## src/design/pacc_pkg.sv

```systemverilog
// package for the pulse accumulator: register offsets, field positions, reset values
// assumes a byte-wide register port with read data one cycle after the read strobe
package pacc_pkg;

	// register offsets on the plain register port
	localparam logic [1:0] PACC_OFF_CONTROL = 2'h0;
	localparam logic [1:0] PACC_OFF_COUNT   = 2'h1;
	localparam logic [1:0] PACC_OFF_MASK    = 2'h2;
	localparam logic [1:0] PACC_OFF_FLAG    = 2'h3;

	// accumulator_control field positions
	localparam int PACC_CTL_ENABLE_BIT = 6;
	localparam int PACC_CTL_MODE_BIT   = 5;
	localparam int PACC_CTL_EDGE_BIT   = 4;
	localparam int PACC_CTL_CCSEL_BIT  = 2;

	// mask and flag field positions, same place in both registers
	localparam int PACC_OVF_BIT  = 5;
	localparam int PACC_EDGE_BIT = 4;

	// writable bits of each register, others read as zero
	localparam logic [7:0] PACC_CTL_WMASK  = 8'h74;
	localparam logic [7:0] PACC_MASK_WMASK = 8'h30;

	// reset values
	localparam logic [7:0] PACC_CTL_RESET  = 8'h00;
	localparam logic [7:0] PACC_MASK_RESET = 8'h00;
	localparam logic [7:0] PACC_ZERO_BYTE  = 8'h00;

	// gated tick divider
	localparam int         PACC_GATE_DIV   = 64;
	localparam logic [5:0] PACC_DIV_LAST   = 6'(PACC_GATE_DIV - 1);
	localparam logic [7:0] PACC_COUNT_MAX  = 8'hFF;

	typedef struct packed {
		logic [1:0] addr;
		logic [7:0] wdata;
		logic       wr;
		logic       rd;
	} pacc_bus_req_t;

	typedef struct packed {
		logic       ctl_enable;
		logic       ctl_mode;
		logic       ctl_edge;
		logic       ctl_ccsel;
		logic       irq_ovf_en;
		logic       irq_edge_en;
		logic       flag_ovf;
		logic       flag_edge;
		logic [7:0] count;
		logic [5:0] div;
		logic       pin_meta;
		logic       pin_sync;
		logic       pin_prev;
		logic [7:0] rdata;
	} pacc_state_t;

endpackage : pacc_pkg

```

## src/design/pacc_top.sv

```systemverilog
// pulse accumulator: event counter or gated time accumulator with two sticky flags
// assumes the input pin is asynchronous and the register master obeys one-cycle strobes
//
// Implementation choices: the plain strobed port and the register offsets.
`timescale 1ns/1ps

// Overview of operation
// - eight-bit counter, mode bit chooses event counting or gated time accumulation.
// - gated mode counts a free-running divide-by-64 tick while pin is active.
// - count register is readable and writable at any time, any mode.
// - enable bit off disables accumulator, on enables it.
// - mode bit 0 is event counting, 1 is gated accumulation.
// - event mode: polarity 0 counts falling edges, 1 counts rising edges.
// - gated mode: polarity 0 stops on low input, 1 stops on high.
// - select bit 0 enables compare five, 1 enables capture four, exclusively.
// - reset leaves the count register untouched.
// - increments and software accesses never collide on the count.
// - overflow flag sets whenever count wraps from maximum to zero.
// - writing one to flag bit 5 clears overflow flag.
// - overflow irq enable gates request only, never the flag.
// - edge flag sets on each selected edge at the input pin while the enable bit is on.
// - writing one to flag bit 4 clears edge flag.
// - edge irq enable gates request only, never the flag.
// - each mask enable sits at its flag's bit position.
// - low four flag register bits read as zero.
module pacc_top
	import pacc_pkg::*;
(
	// clock and reset
	input  wire logic          core_clk_i,
	input  wire logic          rst_i,
	// register port
	input  wire pacc_pkg::pacc_bus_req_t bus_i,
	output logic [7:0]         rdata_o,
	// external pulse or gate
	input  wire logic          accumulator_input_pin_i,
	// requests and function select
	output logic               overflow_irq_o,
	output logic               edge_irq_o,
	output logic               output_compare_five_en_o,
	output logic               input_capture_four_en_o
);
	import pacc_pkg::*;

	pacc_state_t s_q;
	pacc_state_t s_d;

	logic       pin_edge;
	logic       pin_active;
	logic       tick;
	logic       inc;
	logic       sel_edge;
	logic [7:0] ctl_rd;
	logic [7:0] mask_rd;
	logic [7:0] flag_rd;

	function automatic logic [7:0] place_pair(input logic hi, input logic lo);
		logic [7:0] v;
		v = PACC_ZERO_BYTE;
		v[PACC_OVF_BIT]  = hi;
		v[PACC_EDGE_BIT] = lo;
		return v;
	endfunction : place_pair

	always_comb
	begin
		// only the synchronised stage feeds edge and gate logic
		pin_edge   = s_q.ctl_edge ? (s_q.pin_sync & ~s_q.pin_prev)
		                          : (~s_q.pin_sync & s_q.pin_prev);
		pin_active = s_q.ctl_edge ? ~s_q.pin_sync : s_q.pin_sync;
		tick       = (s_q.div == PACC_DIV_LAST);
		inc        = s_q.ctl_enable & (s_q.ctl_mode ? (tick & pin_active) : pin_edge);
		sel_edge   = s_q.ctl_enable & pin_edge;
		ctl_rd     = PACC_ZERO_BYTE;
		ctl_rd[PACC_CTL_ENABLE_BIT] = s_q.ctl_enable;
		ctl_rd[PACC_CTL_MODE_BIT]   = s_q.ctl_mode;
		ctl_rd[PACC_CTL_EDGE_BIT]   = s_q.ctl_edge;
		ctl_rd[PACC_CTL_CCSEL_BIT]  = s_q.ctl_ccsel;
		mask_rd    = place_pair(s_q.irq_ovf_en, s_q.irq_edge_en);
		flag_rd    = place_pair(s_q.flag_ovf, s_q.flag_edge);
	end

	always_comb
	begin
		s_d          = s_q;
		s_d.pin_meta = accumulator_input_pin_i;
		s_d.pin_sync = s_q.pin_meta;
		s_d.pin_prev = s_q.pin_sync;
		s_d.div      = 6'(s_q.div + 6'h1); // free running

		// software write wins over a same-cycle increment, no torn value
		if (bus_i.wr && bus_i.addr == PACC_OFF_COUNT)
		begin
			s_d.count = bus_i.wdata;
		end
		else if (inc)
		begin
			s_d.count = 8'(s_q.count + 8'h01);
		end

		if (bus_i.wr && bus_i.addr == PACC_OFF_CONTROL)
		begin
			s_d.ctl_enable = bus_i.wdata[PACC_CTL_ENABLE_BIT];
			s_d.ctl_mode   = bus_i.wdata[PACC_CTL_MODE_BIT];
			s_d.ctl_edge   = bus_i.wdata[PACC_CTL_EDGE_BIT];
			s_d.ctl_ccsel  = bus_i.wdata[PACC_CTL_CCSEL_BIT];
		end
		else if (bus_i.wr && bus_i.addr == PACC_OFF_MASK)
		begin
			s_d.irq_ovf_en  = bus_i.wdata[PACC_OVF_BIT];
			s_d.irq_edge_en = bus_i.wdata[PACC_EDGE_BIT];
		end
		else if (bus_i.wr && bus_i.addr == PACC_OFF_FLAG)
		begin
			// zero bits leave flags alone
			if (bus_i.wdata[PACC_OVF_BIT])
			begin
				s_d.flag_ovf = 1'b0;
			end
			if (bus_i.wdata[PACC_EDGE_BIT])
			begin
				s_d.flag_edge = 1'b0;
			end
		end

		// set beats clear in the same cycle
		if (inc && s_q.count == PACC_COUNT_MAX && !(bus_i.wr && bus_i.addr == PACC_OFF_COUNT))
		begin
			s_d.flag_ovf = 1'b1;
		end
		if (sel_edge && !s_q.ctl_mode)
		begin
			s_d.flag_edge = 1'b1;
		end
		// gated mode: the trailing edge of the active level is the selected edge
		if (s_q.ctl_enable && s_q.ctl_mode && (s_q.pin_prev ^ s_q.pin_sync)
			&& !pin_active)
		begin
			s_d.flag_edge = 1'b1;
		end

		if (bus_i.rd)
		begin
			if (bus_i.addr == PACC_OFF_CONTROL)
			begin
				s_d.rdata = ctl_rd;
			end
			else if (bus_i.addr == PACC_OFF_COUNT)
			begin
				s_d.rdata = s_q.count;
			end
			else if (bus_i.addr == PACC_OFF_MASK)
			begin
				s_d.rdata = mask_rd;
			end
			else
			begin
				s_d.rdata = flag_rd;
			end
		end
		else
		begin
			s_d.rdata = PACC_ZERO_BYTE;
		end
	end

	// count is kept out of the reset branch: its value survives reset
	always_ff @(posedge core_clk_i or posedge rst_i)
	begin
		if (rst_i)
		begin
			s_q.ctl_enable  <= PACC_CTL_RESET[PACC_CTL_ENABLE_BIT];
			s_q.ctl_mode    <= PACC_CTL_RESET[PACC_CTL_MODE_BIT];
			s_q.ctl_edge    <= PACC_CTL_RESET[PACC_CTL_EDGE_BIT];
			s_q.ctl_ccsel   <= PACC_CTL_RESET[PACC_CTL_CCSEL_BIT];
			s_q.irq_ovf_en  <= PACC_MASK_RESET[PACC_OVF_BIT];
			s_q.irq_edge_en <= PACC_MASK_RESET[PACC_EDGE_BIT];
			s_q.flag_ovf    <= 1'b0;
			s_q.flag_edge   <= 1'b0;
			s_q.div         <= 6'h00;
			s_q.pin_meta    <= 1'b0;
			s_q.pin_sync    <= 1'b0;
			s_q.pin_prev    <= 1'b0;
			s_q.rdata       <= PACC_ZERO_BYTE;
		end
		else
		begin
			s_q.ctl_enable  <= s_d.ctl_enable;
			s_q.ctl_mode    <= s_d.ctl_mode;
			s_q.ctl_edge    <= s_d.ctl_edge;
			s_q.ctl_ccsel   <= s_d.ctl_ccsel;
			s_q.irq_ovf_en  <= s_d.irq_ovf_en;
			s_q.irq_edge_en <= s_d.irq_edge_en;
			s_q.flag_ovf    <= s_d.flag_ovf;
			s_q.flag_edge   <= s_d.flag_edge;
			s_q.div         <= s_d.div;
			s_q.pin_meta    <= s_d.pin_meta;
			s_q.pin_sync    <= s_d.pin_sync;
			s_q.pin_prev    <= s_d.pin_prev;
			s_q.rdata       <= s_d.rdata;
			s_q.count       <= s_d.count;
		end
	end

	assign rdata_o                  = s_q.rdata;
	assign overflow_irq_o           = s_q.flag_ovf & s_q.irq_ovf_en;
	assign edge_irq_o               = s_q.flag_edge & s_q.irq_edge_en;
	assign output_compare_five_en_o = ~s_q.ctl_ccsel;
	assign input_capture_four_en_o  = s_q.ctl_ccsel;
endmodule : pacc_top

```

## config.mk

```make
export PLATFORM = sky130hd
export DESIGN_NAME = pacc_top
export DESIGN_NICKNAME = d
export VERILOG_FILES = /design/src/design/pacc_pkg.sv /design/src/design/pacc_top.sv
export SDC_FILE = /design/constraint.sdc
export NUM_CORES = 1
export LEC_CHECK = 0
export BUFFER_PORTS_ARGS = -buffer_cell sky130_fd_sc_hd__buf_2
export CORE_MARGIN = 10
export CORE_UTILIZATION = 55
export CTS_CLUSTER_DIAMETER = 50
export CTS_CLUSTER_SIZE = 16
export DETAILED_ROUTE_END_ITERATION = 7
export PLACE_DENSITY = 0.78
export SLEW_MARGIN = 10
export SYNTH_ARGS = -nofsm -noshare
export SYNTH_HDL_FRONTEND = slang
export SYNTH_SLANG_ARGS = --single-unit
```

## constraint.sdc

```tcl
create_clock -name core_clk_i -period 4.44 [get_ports core_clk_i]
set_clock_uncertainty 0.05 [all_clocks]
set_input_delay 0.888 -clock core_clk_i [delete_from_list [all_inputs] [get_ports core_clk_i]]
set_output_delay 0.888 -clock core_clk_i [all_outputs]
set_load 0.03 [all_outputs]
```

Yosys cells after proc, flatten, opt, wreduce, memory -nomap -nowiden
Cells that the tools add are included.
Word-level totals
  flip-flop bits (word level): 33
  input bits: 15
  output and inout port bits: 12
  logic and storage cells: 78
Operators by class
  add/sub/neg operators: 2
  equality and inequality tests: 9
  multiplexer cells: 17
  bitwise logic cells: 13
  reductions and logical operators: 23
Operator list (number)
  $mux W8: 5
  $logic_and A1 B1 Y1: 10
  $add A8 B1 Y8 const B: 1
  $eq A8 B8 Y1 const B: 1
  $mux W1: 8
  $reduce_and A4 Y1: 2
  $and A1 B1 Y1: 7
  $add A6 B1 Y6 const B: 1
  $eq A6 B6 Y1 const B: 1
  $mux W2: 3
  $mux W6: 1
  $ne A3 B1 Y1 const B: 2
  $reduce_bool A2 Y1: 3
  $reduce_bool A3 Y1: 2
  $not A1 Y1: 5
  $eq A2 B2 Y1 const B: 2
  $ne A2 B1 Y1 const B: 2
  $reduce_and A2 Y1: 2
  $logic_not A1 Y1: 3
  $eq A2 B1 Y1 const B: 1
  $logic_not A2 Y1: 1
  $xor A1 B1 Y1: 1

Logic depth before layout (Yosys ltp)
Gate-level depths: netlist of the first run.
  depth in word-level cells: 9
  mapped depth: 5
  gate-level depth less buffers: 5

Least setup slack after synthesis of the first run
No wires, ideal clock.
  path type: input -> register
  from: input port bus_i[10] in the netlist's numbering
  to: register s_q[17] in the netlist's numbering, enable pin
  setup time: 0.378 ns
  arrival: 1.938 ns
  data required time: 4.012 ns
  setup slack: 2.074 ns
  stages on the path: 3
  buffers on the path: 1
  cell sequence: clkbuf_1 -> nand3b_1 -> a31oi_1
Between the ends
  cells in the longest elaborated chain, start to end: 4
RTL lines
  from (decl): line pacc_top.sv:33  | input wire pacc_pkg::pacc_bus_req_t bus_i,
  $eq A2 B1 Y1: line pacc_top.sv:92  | if (bus_i.wr && bus_i.addr == PACC_OFF_COUNT)
  $logic_and A1 B1 Y1: line pacc_top.sv:92
  $reduce_bool A2 Y1 (no source line)
  $reduce_and A2 Y1 (no source line)
  to (decl): line pacc_top.sv:45  | pacc_state_t s_q;
Every way passes these cells.
A chain may end at the register's enable or synchronous reset.

Final worst setup path of the first run
  from: register s_q[11] in the netlist's numbering
  to: register s_q[18] in the netlist's numbering, enable pin
Between the ends
  cells in the longest elaborated chain, start to end: 6
RTL lines
  $eq A6 B6 Y1: line pacc_top.sv:71  | tick = (s_q.div == PACC_DIV_LAST);
  $and A1 B1 Y1: line pacc_top.sv:72  | inc = s_q.ctl_enable & (s_q.ctl_mode ? (tick & pin_active) : pin_edge);
  $mux W1: line pacc_top.sv:72
  $and A1 B1 Y1: line pacc_top.sv:72
  $reduce_bool A2 Y1 (no source line)
  $reduce_and A2 Y1 (no source line)
Every way passes these cells.

==> results of run 1 <==
-- cell type report --
type / count / area share
multi-input cells: 88 / 0.353
clock buffers: 8 / 0.0341
well taps: 31 / 0.0225
inverters: 6 / 0.0131
flip-flops and latches: 33 / 0.502
repair buffers: 26 / 0.0754
-- registers in the layout (all words and copies together), names as in the netlist --
| name | flops |
|---|---|
| input_capture_four_en_o | 1 |
| rdata_o | 8 |
| s_q | 15 |
| s_d | 2 |
| ctl_rd | 3 |
| flag_rd | 2 |
| mask_rd | 2 |
-- path summary, 6_finish.rpt --
kind / startpoint / endpoint / slack [ns] / depth (start not counted)
min in group asynchronous: rst_i / input_capture_four_en_o / 0.71 / 2
max in group asynchronous: rst_i / s_q[13] / 3.06 / 2
setup reg to reg: s_q[11] / s_q[18] / 2.19 / 4
hold / removal: s_d[9] / s_d[8] / 0.31 / 0
hold reg to reg: s_d[9] / s_d[8] / 0.31 / 0
setup / recovery: s_q[11] / s_q[18] / 2.19 / 4
-- per-layer routing --
metal,vias up,track usage
met4,0,0.0745
met2,60,0.179
met5,-,0
met1,501,0.145
li1,526,-
met3,10,0.0498
-- layout by cell type (no fill, tap or decap) --
| master | Yosys | final |
|---|---|---|
| nand3b_1 | 1 | 1 |
| o211ai_1 | 2 | 2 |
| a21oi_1 | 1 | 1 |
| nor3b_1 | 1 | 1 |
| and3_1 | 5 | 5 |
| or4_1 | 2 | 2 |
| nand3_1 | 8 | 8 |
| nand2_1 | 15 | 15 |
| clkbuf_4 | 0 | 5 |
| mux4_1 | 2 | 2 |
| or3_1 | 3 | 3 |
| buf_2 | 0 | 26 |
| and2b_1 | 1 | 1 |
| nor2_1 | 6 | 6 |
| mux2i_1 | 2 | 2 |
| xor2_1 | 4 | 4 |
| a32oi_1 | 1 | 1 |
| clkbuf_1 | 1 | 2 |
| clkbuf_8 | 0 | 1 |
| and3b_1 | 1 | 1 |
| dfrtp_1 | 25 | 25 |
| ha_1 | 4 | 4 |
| a22oi_1 | 1 | 1 |
| a31oi_1 | 3 | 3 |
| xnor2_1 | 4 | 4 |
| nand2b_1 | 1 | 1 |
| nand4_1 | 3 | 3 |
| mux2_2 | 5 | 5 |
| edfxtp_1 | 8 | 8 |
| o21ai_0 | 8 | 8 |
| and2_1 | 4 | 4 |
| inv_1 | 6 | 6 |
-- cell families after synthesis --
| kind of cell | after synthesis | synth area share |
|---|---|---|
| AO/OA/AOI/OAI | 16 | 0.0602 |
| XOR/XNOR | 8 | 0.0443 |
| adder cells (fa/ha/maj) | 4 | 0.0317 |
| buffers and inverters | 17 | 0.0665 |
| flip-flops | 33 | 0.548 |
| multiplexers | 9 | 0.0815 |
| AND/OR/NAND/NOR | 51 | 0.168 |
-- through the flow --
stage | power (mW) | std cells | cell area [sq um]
floorplan | 0.431 | 138 | 1580
global placement | 0.455 | 184 | 1670
detailed placement | 0.459 | 184 | 1670
CTS | 0.631 | 192 | 1730
global route | 0.657 | 192 | 1730
finish | 0.625 | 192 | 1730
-- power by group through the flow --
stage	Clock, mW	Sequential [mW]	Combinational [mW]
3_5_place_dp	0	0.359	0.0994
2_1_floorplan	0	0.356	0.0750
3_3_place_gp	0	0.358	0.0961
4_1_cts	0.178	0.353	0.100
6_report	0.173	0.353	0.0991
5_1_grt	0.192	0.357	0.109
-- worst max-delay path, stage by stage, from the launching register on --
cell     delay [ns]
dfrtp_1        0.37
ha_1           0.19
nand3_1        0.11
or3_1          0.43
a31oi_1        0.74
==> results.md, run 1 <==
* # DRC at 0
* Hold-fix buffers at CTS at 0
* Internal power at between 0.4 and 0.5 mW
* Metal3 WL at 351 microns
* Root Driver: clkbuf_4
* HP Class: register to register
* Clk pwr share at 0.276
* Critical path class: register to register
* Initial drt markers at 53
* CP Capture Type: register
* Avg Cell Area, Syn at 11.5 sq um
* Top cells by area, synth: dfrtp_1, edfxtp_1, buf_4, mux2_2, nand2_1
* Final worst setup slack at 2.19 ns
* H-Tree Depth at 2
* First drt pass iteration count at 6
* Multi-input gate area at 609 sq um
* Final nets at 179
* Reg clk slew, reported paths at 0.10 ns
* Most instantiated cells after synthesis: dfrtp_1, nand2_1, buf_4
* Post-CTS Setup Bufs at 0
* Largest net degree at the start of global routing at 26
* Syn_nets at 157
* Antenna Cells at 0
* Via Count at 1097
* Util after Layout at 0.626
* Synth unique cells at 31
* Routed met1 length at around 1200 microns
* Top-count cell post-synth: dfrtp_1
* Period utilization at 0.506
* Gpl congestion at 0.900
* #FFs+latches synth at 33
* Sequential cell area at 866 sq um
* Cell area after synthesis at 1580 sq um
* Die height at between 70 and 80 microns
* Combinational Power Share at 0.159
* Global-route wire length before repair at 5060 microns
* Switching share of power at 0.275
* Arr. time, crit path at 2.17 ns
* Slew headroom at 0.389
* RSZ-0062 raised after global routing: false
* Core footprint at ~2800 sq um
* Num CTS Buffers at 5
* Max-cap violations at 0
* Data required, critical path at 4.36 ns
* Share of cells above drive strength 1 at 0.230
* CTS Sinks at 33
* VDD IR max at around 0.27 mV
* Post-Place Worst Slack at 1.87 ns
* Seq pwr share at 0.565
* Top cell type's share of synthesized area at 0.396
* Yosys warning count at 0
* Crit path max fanout at 8
* Initial antenna violation count at 0
* DR WL/cell at about 16 microns
* Fill cells at about 230
* I/O pins at 27
* Drt via density at 5.71
* Setup Viol. Count Final at 0
* Final-report hold violation count at 0
* Fin crit period at 2.25 ns
* Routed WL at 3070 microns
* Hold WS at 0.309 ns
* Tot GR Track Use at 0.122
* Resize count post-CTS at 0
* Synth-to-Final Area Change at 9.18%
* Slew @ Worst Pin at between 0.9 and 1 ns
* Skew-Pair Late Insertion Delay at 0.33 ns
* HPWL Detailed at approximately 2300 microns
* PortBufs at 26
* Initial core utilization at 0.573
* WL met2 at 1400 microns
* Vias in the first global route at 1073
* Sequential fraction of the synthesis area at 0.548
* Congestion Overflow GR at 0
* Switching pwr at 0.172 mW
* Top FF cell, synth: dfrtp_1
* EDFF count, synth at 8
* CTS tree: built
* Outcome: finished, final reports clean
* DR top layer: met4
* Die width at 73.6 microns
* Lkg Pwr at 0.809 nW
* Setup tns final at 0 ns
* Async SR Flop Fraction at 0.758
* Final Max Tran Viols at 0
* Clock buffer depth at 2
* Antenna Nets Post-Route at 0
* Power Density at 362 nW/um^2
* Number of core rows at 19
* Crit path launch type: register
* Cells after synthesis at 138
* Fmax at ~450 MHz
* Largest area contributor in the netlist: dfrtp_1
* Die area at ~5400 sq um
Power figures use the tool's default switching activity.
==> run 2: changes to the inputs <==
==> constraint.sdc (replaced) <==
create_clock -name core_clk_i -period 2.15 [get_ports core_clk_i]
set_clock_uncertainty 0.05 [all_clocks]
set_input_delay 0.43 -clock core_clk_i [delete_from_list [all_inputs] [get_ports core_clk_i]]
set_output_delay 0.43 -clock core_clk_i [all_outputs]
set_load 0.03 [all_outputs]
==> results.md, run 2 (same netlist as run 1, synthesis figures left out) <==
* Outcome: finished, final reports clean (unchanged)
* Internal power at 0.905 mW (was 0.453 mW)
* Clock buffer depth at 2 (unchanged)
* PortBufs at 26 (unchanged)
* Commonest non-fill, non-tap cell in the layout: buf_2 (unchanged)
* Number of core rows at 19 (unchanged)
* Reg clk slew, reported paths at 0.10 ns (about the same)
* Lkg Pwr at 0.825 nW (was 0.809 nW)
* Max-cap violations at 0 (unchanged)
* Data required, critical path at 2.15 ns (was 4.36 ns)
* Setup Viol. Count Final at 0 (unchanged)
* Clk pwr share at 0.253 (was 0.276)
* Power Density at 719 nW/um^2 (was 362 nW/um^2)
* Fin crit period at 1.80 ns (was 2.25 ns)
* RSZ-0062 raised after global routing: false (unchanged)
* Arr. time, crit path at 1.80 ns (was 2.17 ns)
* Routed WL at 3090 microns (was 3070 microns)
* Slew @ Worst Pin at 0.452 ns (was 0.916 ns)
* Synth-to-Final Area Change at 10.5% (was 9.18%)
* Period utilization at 0.838 (was 0.506)
* Gpl congestion at 0.865 (was 0.900)
* I/O pins at 27 (unchanged)
* Crit path launch type: register (unchanged)
* HP Class: input port to asynchronous set/reset pin (was register to register)
* Final instance count without filler cells at 196 (was 192)
* DR WL/cell at 15.8 microns (was 16.0 microns)
* Initial core utilization at 0.573 (unchanged)
* CP Capture Type: register (unchanged)
* Die height at 73.6 microns (unchanged)
* HPWL Detailed at 2410 microns (was 2290 microns)
* Die area at 5420 sq um (unchanged)
* Final Max Tran Viols at 0 (unchanged)
* Root Driver: clkbuf_4 (unchanged)
* Antenna Cells at 0 (unchanged)
* Switching pwr at 0.351 mW (was 0.172 mW)
* Post-CTS Setup Bufs at 0 (unchanged)
* Num CTS Buffers at 5 (unchanged)
* Setup tns final at 0 ns (unchanged)
* Reg with most FFs: s_q (unchanged)
* Switching share of power at 0.279 (was 0.275)
* Global-route wire length before repair at 5190 microns (was 5060 microns)
* # DRC at 0 (unchanged)
* First drt pass iteration count at 5 (was 6)
* Initial antenna violation count at 0 (unchanged)
* CTS Sinks at 33 (unchanged)
* Critical path class: register to register (unchanged)
* CTS tree: built (unchanged)
* Slew headroom at 0.698 (was 0.389)
* Core footprint at 2760 sq um (unchanged)
* Vias in the first global route at 1162 (was 1073)
* Util after Layout at 0.633 (was 0.626)
* Commonest non-fill, non-tap cells in the layout: buf_2, dfrtp_1, nand2_1 (unchanged)
* Combinational Power Share at 0.167 (was 0.159)
* Die width at 73.6 microns (unchanged)
* Tot GR Track Use at 0.123 (was 0.122)
* VDD IR max at 0.552 mV (was 0.273 mV)
* Placed Cells at 188 (was 184)
* Antenna Nets Post-Route at 0 (unchanged)
* Congestion Overflow GR at 0 (unchanged)
* Crit path max fanout at 8 (unchanged)
* Largest net degree at the start of global routing at 15 (was 26)
* Max FFs per register at 15 (unchanged)
* Skew-Pair Late Insertion Delay at 0.33 ns (about the same)
* Final-report hold violation count at 0 (unchanged)
* Fmax at 555 MHz (was 445 MHz)
* Share of cells above drive strength 1 at 0.248 (was 0.230)
* Via Count at 1110 (was 1097)
* Hold-fix buffers at CTS at 0 (unchanged)
* Seq pwr share at 0.580 (was 0.565)
* H-Tree Depth at 2 (unchanged)
* Final nets at 183 (was 179)
* Initial drt markers at 56 (was 53)
* Pwr Total at 1.26 mW (was 0.625 mW)
* Drt via density at 5.66 (was 5.71)
* Resize count post-CTS at 0 (unchanged)
run 2: changes by cell type in the layout (fill, tap and decap cells not counted):
cell | previous run | this run
clkbuf_8 | 1 | 0
buf_4 | 0 | 4
clkinv_2 | 0 | 1
run 2: path summary, 6_finish.rpt:
kind / from / to / slack [ns] / cells past startpoint
max: s_q[11] / s_q[24] / 0.35 / 5
min: rst_i / s_q[12] / 0.05 / 2
max reg2reg: s_q[11] / s_q[24] / 0.35 / 5
min reg2reg: s_d[9] / s_d[8] / 0.31 / 0
max in group asynchronous: rst_i / rdata_o[4] / 1.44 / 3
min in group core_clk_i: accumulator_input_pin_i / s_d[9] / 0.15 / 1
run 2: cell type report:
type / count / area [sq um]
multi-input cells: 88 / 609
well taps: 31 / 38.8
clock buffers: 7 / 45.0
fillers: 228 / 1010
flip-flops and latches: 33 / 866
clock inverters: 1 / 5.00
inverters: 6 / 22.5
repair buffers: 30 / 160
run 2: critical path, stage by stage, from the launching register on:
cell and delay [ns]:
dfrtp_1 0.38, ha_1 0.19, nand3_1 0.11, or3_1 0.40, a31oi_1 0.20, buf_4 0.20
run 2: per-stage QoR:
| step | setup WS [ns] | hold WS, ns | cell area, sq um |
|---|---|---|---|
| global placement | 0.397 | 0.282 | 1700 |
| global route | 0.277 | 0.0679 | 1750 |
| detailed placement | 0.339 | 0.286 | 1700 |
| CTS | 0.334 | 0.0531 | 1750 |
| finish | 0.348 | 0.0494 | 1750 |
| floorplan | 0.184 | 0.281 | 1580 |
run 2: per-layer routing:
metal / up-vias / track usage / share of wire
met4: 0 / 0.0807 / 0.025
met2: 41 / 0.194 / 0.47
met5: - / 0 / 0
met1: 527 / 0.138 / 0.42
met3: 7 / 0.0431 / 0.083
li1: 535 / - / -
run 2: power by group through the flow:
stage | Combinational [mW] | Clock, mW | Sequential (mW)
floorplan | 0.155 | 0 | 0.735
global placement | 0.205 | 0 | 0.740
detailed placement | 0.210 | 0 | 0.742
CTS | 0.211 | 0.329 | 0.729
global route | 0.229 | 0.352 | 0.737
finish | 0.209 | 0.318 | 0.729
